`src/include/usb_ctl_pkg.sv`:
```
// constants for the usb control and address register block
// assumes a 32-bit apb slave at a 20 MHz pclk
package usb_ctl_pkg;
  localparam logic [11:0] off_usb_control        = 12'h000;
  localparam logic [11:0] off_usb_device_address = 12'h004;
  localparam logic [11:0] off_token_command      = 12'h008;
  localparam logic [11:0] off_core_state         = 12'h00C;

  // control register field positions
  localparam int bit_live_idle_line    = 7;
  localparam int bit_live_se0          = 6;
  localparam int bit_packet_disable    = 5;
  localparam int bit_bus_reset_drive   = 4;
  localparam int bit_host_enable       = 3;
  localparam int bit_resume            = 2;
  localparam int bit_pingpong_reset    = 1;
  localparam int bit_module_enable     = 0;
  // address register field positions
  localparam int bit_low_speed_select  = 7;
  localparam int addr_field_width      = 7;

  localparam logic [7:0] control_reset_value = 8'h00;
  localparam logic [7:0] address_reset_value = 8'h00;
  localparam logic [7:0] token_reset_value   = 8'h00;

  localparam logic [3:0] pid_setup = 4'hD;
  localparam logic [3:0] pid_in    = 4'h9;
  localparam logic [3:0] pid_out   = 4'h1;

  // timing
  localparam int clk_hz           = 20000000;
  localparam int sof_period_us    = 1000;
  localparam int sof_period_cycles = clk_hz / 1000000 * sof_period_us;
  localparam int ls_eop_ns        = 1330;
  localparam int ls_eop_cycles    = (ls_eop_ns * 20 + 999) / 1000;
  localparam int token_busy_cycles = 64;
endpackage : usb_ctl_pkg

```
`src/rtl/usb_control_and_address_regs.sv`:
```
// usb control and device address registers behind an apb slave
// assumes synchronous line-state inputs and a token engine outside
// that reports completion with token_done
//
// Overview of operation
// control bit 7 reads live j line state.
// control bit 6 reads live single-ended zero.
// device mode: setup token sets packet disable; processing halts.
// host mode: bit 5 reads token busy while token executes.
// host software checks token busy before writing another token.
// host mode: bus reset bit drives usb reset signalling.
// host enable bit turns host capability on or off.
// any host enable change resets all host control logic.
// resume bit drives resume signalling while set.
// software holds resume 10 ms function or 25 ms host.
// host mode: clearing resume appends a low-speed eop.
// ping-pong reset forces all pointers to the even bank.
// device mode: bit 0 enables module and circuitry.
// host mode: bit 0 enables sof every 1 ms.
// low-speed select makes next token run at low speed.
// address register holds 7-bit address, reset zero.
// bits 31-8 of both registers ignore writes, read zero.
// token codes: setup 1101, in 1001, out 0001.
// device software clears packet disable after setup handling.
//
// Local design decisions: the register addresses and the APB register port.
`timescale 1ns/1ps
`default_nettype none
module usb_control_and_address_regs #(
  parameter int sof_cycles = usb_ctl_pkg::sof_period_cycles
) (
  input  wire logic        pclk,
  input  wire logic        presetn,
  input  wire logic        psel,
  input  wire logic        penable,
  input  wire logic        pwrite,
  input  wire logic [11:0] paddr,
  input  wire logic [31:0] pwdata,
  output logic      [31:0] prdata,
  output logic             pready,
  output logic             pslverr,
  input  wire logic        line_j_state,
  input  wire logic        line_se0,
  input  wire logic        setup_token_seen,
  input  wire logic        token_done,
  output logic             processing_enabled,
  output logic             bus_reset_out,
  output logic             resume_out,
  output logic             ls_eop_out,
  output logic             host_mode,
  output logic             host_logic_reset,
  output logic             pingpong_even,
  output logic             module_enabled,
  output logic             sof_pulse,
  output logic             token_start,
  output logic [3:0]       token_pid,
  output logic [3:0]       token_ep,
  output logic             token_low_speed,
  output logic [6:0]       device_address
);
  import usb_ctl_pkg::*;

  typedef enum {tok_idle, tok_busy} tok_state_t;

  logic [7:0]  ctrl_reg;
  logic [7:0]  addr_reg;
  logic [7:0]  tok_reg;
  logic        j_reg;
  logic        se0_reg;
  logic        pkt_dis_reg;
  tok_state_t  tok_state_reg;
  logic [15:0] sof_cnt_reg;
  logic [7:0]  eop_cnt_reg;
  logic [7:0]  ctrl_next;

  logic wr_en;
  logic rd_en;
  logic hit_ctrl;
  logic hit_addr;
  logic hit_tok;
  logic hit_state;
  logic host_toggle;
  logic tok_write;

  function automatic logic legal_pid(input logic [3:0] p);
    return (p == pid_setup) || (p == pid_in) || (p == pid_out);
  endfunction : legal_pid

  // writes land only at the access edge, where pready is sampled high
  assign wr_en     = psel & penable & pready & pwrite;
  assign rd_en     = psel & ~pwrite;
  assign hit_ctrl  = (paddr == off_usb_control);
  assign hit_addr  = (paddr == off_usb_device_address);
  assign hit_tok   = (paddr == off_token_command);
  assign hit_state = (paddr == off_core_state);
  assign ctrl_next = pwdata[7:0];
  assign host_toggle = wr_en & hit_ctrl &
                       (ctrl_next[bit_host_enable] != ctrl_reg[bit_host_enable]);
  // busy tokens are refused: software must poll first
  assign tok_write = wr_en & hit_tok & ctrl_reg[bit_host_enable] &
                     (tok_state_reg == tok_idle) & legal_pid(pwdata[7:4]);

  // zero-wait slave: every access completes in its first access cycle
  always_ff @(posedge pclk or negedge presetn) begin
    if (!presetn) begin
      pready  <= 1'b0;
      pslverr <= 1'b0;
    end else begin
      pready  <= psel & ~penable;
      pslverr <= psel & ~penable & ~(hit_ctrl | hit_addr | hit_tok | hit_state);
    end
  end

  always_ff @(posedge pclk or negedge presetn) begin
    if (!presetn) begin
      j_reg   <= 1'b0;
      se0_reg <= 1'b0;
    end else begin
      j_reg   <= line_j_state;
      se0_reg <= line_se0;
    end
  end

  // bits 7,6,5 of ctrl_reg are unused; flags live in their own flops
  always_ff @(posedge pclk or negedge presetn) begin
    if (!presetn) begin
      ctrl_reg <= control_reset_value;
    end else if (wr_en && hit_ctrl) begin
      ctrl_reg <= {3'b000, ctrl_next[4:0]};
    end
  end

  // set wins over a same-cycle software clear
  always_ff @(posedge pclk or negedge presetn) begin
    if (!presetn) begin
      pkt_dis_reg <= 1'b0;
    end else if (setup_token_seen && !ctrl_reg[bit_host_enable]) begin
      pkt_dis_reg <= 1'b1;
    end else if (wr_en && hit_ctrl && !ctrl_reg[bit_host_enable]) begin
      pkt_dis_reg <= ctrl_next[bit_packet_disable];
    end
  end

  always_ff @(posedge pclk or negedge presetn) begin
    if (!presetn) begin
      addr_reg <= address_reset_value;
    end else if (wr_en && hit_addr) begin
      addr_reg <= pwdata[7:0];
    end
  end

  always_ff @(posedge pclk or negedge presetn) begin
    if (!presetn) begin
      tok_reg       <= token_reset_value;
      tok_state_reg <= tok_idle;
      token_start   <= 1'b0;
    end else begin
      token_start <= 1'b0;
      if (host_toggle) begin
        tok_state_reg <= tok_idle;
      end else begin
        case (tok_state_reg)
          tok_idle: begin
            if (tok_write) begin
              tok_reg       <= pwdata[7:0];
              token_start   <= 1'b1;
              tok_state_reg <= tok_busy;
            end
          end
          tok_busy: begin
            if (token_done) begin
              tok_state_reg <= tok_idle;
            end
          end
          default: tok_state_reg <= tok_idle;
        endcase
      end
    end
  end

  // sof timer runs only in host mode with bit 0 set
  always_ff @(posedge pclk or negedge presetn) begin
    if (!presetn) begin
      sof_cnt_reg <= 16'h0000;
      sof_pulse   <= 1'b0;
    end else begin
      sof_pulse <= 1'b0;
      if (!ctrl_reg[bit_host_enable] || !ctrl_reg[bit_module_enable] ||
          host_toggle) begin
        sof_cnt_reg <= 16'h0000;
      end else if (sof_cnt_reg == 16'(sof_cycles - 1)) begin
        sof_cnt_reg <= 16'h0000;
        sof_pulse   <= 1'b1;
      end else begin
        sof_cnt_reg <= sof_cnt_reg + 16'h0001;
      end
    end
  end

  // low-speed eop after resume falls in host mode
  always_ff @(posedge pclk or negedge presetn) begin
    if (!presetn) begin
      eop_cnt_reg <= 8'h00;
    end else if (host_toggle) begin
      eop_cnt_reg <= 8'h00;
    end else if (wr_en && hit_ctrl && ctrl_reg[bit_host_enable] &&
                 ctrl_reg[bit_resume] && !ctrl_next[bit_resume]) begin
      eop_cnt_reg <= 8'(ls_eop_cycles);
    end else if (eop_cnt_reg != 8'h00) begin
      eop_cnt_reg <= eop_cnt_reg - 8'h01;
    end
  end

  always_ff @(posedge pclk or negedge presetn) begin
    if (!presetn) begin
      processing_enabled <= 1'b0;
      bus_reset_out      <= 1'b0;
      resume_out         <= 1'b0;
      ls_eop_out         <= 1'b0;
      host_mode          <= 1'b0;
      host_logic_reset   <= 1'b0;
      pingpong_even      <= 1'b0;
      module_enabled     <= 1'b0;
      token_pid          <= 4'h0;
      token_ep           <= 4'h0;
      token_low_speed    <= 1'b0;
      device_address     <= 7'h00;
    end else begin
      processing_enabled <= ctrl_reg[bit_host_enable]
                          ? ctrl_reg[bit_module_enable]
                          : (ctrl_reg[bit_module_enable] &
                             ~pkt_dis_reg);
      bus_reset_out      <= ctrl_reg[bit_host_enable] &
                            ctrl_reg[bit_bus_reset_drive];
      resume_out         <= ctrl_reg[bit_resume];
      ls_eop_out         <= (eop_cnt_reg != 8'h00);
      host_mode          <= ctrl_reg[bit_host_enable];
      host_logic_reset   <= host_toggle;
      pingpong_even      <= ctrl_reg[bit_pingpong_reset];
      module_enabled     <= ~ctrl_reg[bit_host_enable] &
                            ctrl_reg[bit_module_enable];
      token_pid          <= tok_reg[7:4];
      token_ep           <= tok_reg[3:0];
      token_low_speed    <= addr_reg[bit_low_speed_select];
      device_address     <= addr_reg[addr_field_width-1:0];
    end
  end

  always_ff @(posedge pclk or negedge presetn) begin
    if (!presetn) begin
      prdata <= 32'h0000_0000;
    end else if (rd_en && !penable) begin
      if (hit_ctrl) begin
        prdata <= {24'h000000, j_reg, se0_reg,
                   ctrl_reg[bit_host_enable] ? (tok_state_reg == tok_busy)
                                             : pkt_dis_reg,
                   ctrl_reg[4:0]};
      end else if (hit_addr) begin
        prdata <= {24'h000000, addr_reg};
      end else if (hit_tok) begin
        prdata <= {24'h000000, tok_reg};
      end else if (hit_state) begin
        prdata <= {30'h0, ls_eop_out, sof_pulse};
      end else begin
        prdata <= 32'h0000_0000;
      end
    end
  end
endmodule : usb_control_and_address_regs
`default_nettype wire

```
`config.mk`:
```
export PLATFORM = sky130hd
export DESIGN_NAME = usb_control_and_address_regs
export DESIGN_NICKNAME = d
export VERILOG_FILES = /design/src/include/usb_ctl_pkg.sv /design/src/rtl/usb_control_and_address_regs.sv
export SDC_FILE = /design/constraint.sdc
export NUM_CORES = 1
export LEC_CHECK = 0
export BUFFER_PORTS_ARGS = -buffer_cell sky130_fd_sc_hd__clkbuf_2
export CAP_MARGIN = 20
export CORE_MARGIN = 2
export CORE_UTILIZATION = 55
export DETAILED_ROUTE_END_ITERATION = 8
export PLACE_DENSITY = 0.94
export SETUP_SLACK_MARGIN = 0.1
export SLEW_MARGIN = 30
export SYNTH_ARGS = -nofsm -noshare
export SYNTH_HDL_FRONTEND = slang
export SYNTH_SLANG_ARGS = --single-unit
```
`constraint.sdc`:
```
create_clock -name pclk -period 2.6 [get_ports pclk]
set_input_delay 0.78 -clock pclk [delete_from_list [all_inputs] [get_ports pclk]]
set_output_delay 0.78 -clock pclk [all_outputs]
set_load 0.03 [all_outputs]
```
==> run metrics <==
total CTS buffers=9; Final HPWL DP=5810 microns; RSZ-0062 raised after global routing=no; Seq/Total Area, Yosys=0.565; Tcrit/Tclk final=0.803; Slew headroom=0.617; Worst VDD drop=253 uV; Placeable Area=6720 sq um; FF/Latch Area=2130 sq um; Vias/cell=5.52; Leak=2.10 nW; pins over their slew limit=0; Synth Cell Area=3760 sq um; 1st-pass router iterations=4; initial antenna violation count=0; Post-CTS Setup Repair Bufs=0; critical path peak fanout=8; HP Class=flip-flop to flip-flop; Worst Path Arrival=2330 ps; first-pass GRT wire length=13,300 microns; Final ANT Viol Nets=0; chip height=86.7 microns; clock-pin slew on the worst setup and hold paths=90 ps; post-CTS resize count=0; Layout area overhead=15.1%; Nets=456; WL final=8210 microns; die area=7520 sq um; initial core utilization=0.560; worst skew pair latency=370 ps; CTS root buf=clkbuf_8; status=complete, no violations; max reg flops=16; total track usage=0.236; MaxCap Viol Count=0; grt total ovfl=0; Final setup viols=0; min cycle time layout=2090 ps; port buffer count=64; Setup Crit Path Kind=input pin to flip-flop; clk_skew=19.0 ps; Worst Tran Pin Value=574 ps; f_max=0.479 GHz; Data required, critical path=2840 ps; antenna diode count=0; Synth cell types=43; multi-input logic area=1450 sq um; clk sink count=85; DRT iter0 DRCs=150; Seq cells post-synth=85; Util after Layout=0.645; Syn Area/Cell=11.6 sq um; setup TNS=0 ps; vias in the first global route=2,696; Max Buffers Root-to-Sink=2; num rows=30; DRC violations left=0; final hold viol count=0; Syn. warnings=0; Synth Instances=325; largest net degree at the start of global routing=46; Die W=86.7 microns; Setup crit end kind=flip-flop; cts hold-fix bufs=0; Worst Setup Start Kind=input pin; DR vias=2,678; WL per Instance=16.9 microns; Fillers=472; PD cells=581 nW/um^2; level count of the clock H-tree=3; # IOs=113; fraction of layout cells with a size suffix above 1=0.289; final weighted congestion in routability-driven placement=0.805; TritonCTS clock tree=yes
-- area by class of cell --
class	count	share of cell area
multi-input cells	221	0.335
clock buffers	9	0.0286
well taps	80	0.0231
inverters	9	0.00780
clock inverters	7	0.0196
flip-flops and latches	85	0.491
repair buffers	74	0.0948
-- path summary, 6_finish.rpt --
path                                              startpoint                  endpoint  slack, ps  cells past startpoint
worst max-delay path                                paddr[9]    tok_reg[1]$_DFFE_PN0P_        510                      5
worst min-delay path                  tok_reg[5]$_DFFE_PN0P_    token_pid[1]$_DFF_PN0_        400                      0
worst max register to register  tok_state_reg[0]$_DFFE_PN0P_    tok_reg[1]$_DFFE_PN0P_        650                      4
worst min register to register        tok_reg[5]$_DFFE_PN0P_    token_pid[1]$_DFF_PN0_        400                      0
max in group asynchronous                            presetn  module_enabled$_DFF_PN0_       1570                      2
min in group asynchronous                            presetn     token_ep[1]$_DFF_PN0_        410                      1
-- cells in the final DEF (no fill, tap or decap), types with 5 or more instances in the layout --
cell,Yosys,routed
a21oi_1,13,13
buf_4,26,10
clkbuf_2,0,63
clkbuf_8,0,9
conb_1,1,24
dfrtp_1,85,85
inv_1,9,9
inv_6,0,5
mux2_2,19,19
mux2i_1,6,6
nand2_1,19,19
nand2b_1,6,6
nand3_1,8,8
nand4_1,8,8
nor2_1,31,31
nor3_1,10,10
nor4_1,9,9
o21ai_0,11,11
xnor2_1,13,13
xor2_1,6,6
-- synth_stat cells, drive strengths merged --
cell	number	area share
mux2i	6	0.016
nor4b	2	0.0047
o2111ai	1	0.0023
inv	9	0.0090
and2	4	0.0066
a41oi	1	0.0023
nand3b	1	0.0020
nand2	19	0.019
nor3b	4	0.011
xnor2	13	0.030
or3	1	0.0017
buf	31	0.062
and4	3	0.0070
and3	2	0.0033
nor4	11	0.026
dfrtp	85	0.57
nand4	8	0.013
o21ai	11	0.015
or3b	1	0.0030
o41ai	1	0.0043
nand4b	1	0.0023
clkbuf	2	0.0020
nor2	31	0.031
or2	2	0.0033
nand3	8	0.011
conb	1	0.0010
nor2b	4	0.0066
xor2	6	0.014
a221oi	1	0.0023
mux2	19	0.057
a21oi	13	0.017
a2111oi	1	0.0023
nand2b	6	0.010
mux4	2	0.012
ha	3	0.010
o31ai	1	0.0020
nor3	10	0.013
-- through the flow --
stage	instance area [sq um]	total power [mW]	instances	hold WS (ps)	setup WS (ps)
2_1_floorplan	3850	1.50	348	354	424
3_3_place_gp	4120	1.54	469	360	240
3_5_place_dp	4120	1.55	469	377	199
4_1_cts	4330	2.52	485	397	552
5_1_grt	4330	2.61	485	416	352
6_report	4330	2.52	485	399	512
-- power breakdown --
| group | switching, mW | leakage (nW) | internal [mW] |
|---|---|---|---|
| sequential | 0.0126 | 1.14 | 1.33 |
| clock | 0.529 | 0.108 | 0.468 |
| combinational | 0.128 | 0.853 | 0.0447 |
| total | 0.669 | 2.10 | 1.85 |
-- worst max-delay path, cell delays in order --
cell and delay (ps):
clkbuf_2 110, nor4_4 330, nand4_1 280, or2_1 480, mux2_2 340
-- layer usage --
layer | vias up | GRT usage | wire [microns]
met3 | 20 | 0.0705 | 523
li1 | 1227 | - | -
met5 | - | 0 | 0
met1 | 1320 | 0.282 | 3230
met2 | 111 | 0.402 | 4240
met4 | 0 | 0.0938 | 212
-- cell families (layout without fill, tap and decap cells) --
logic type,Yosys count,in the layout,synth area share
other cells,1,24,0.000996
fa+ha+maj,3,3,0.00997
xor+xnor,19,19,0.0442
flops,85,85,0.565
simple gates,118,118,0.175
mux,27,27,0.0848
compound gates,30,30,0.0475
buf+inv,42,99,0.0725
(Power assumes the default switching activity.)
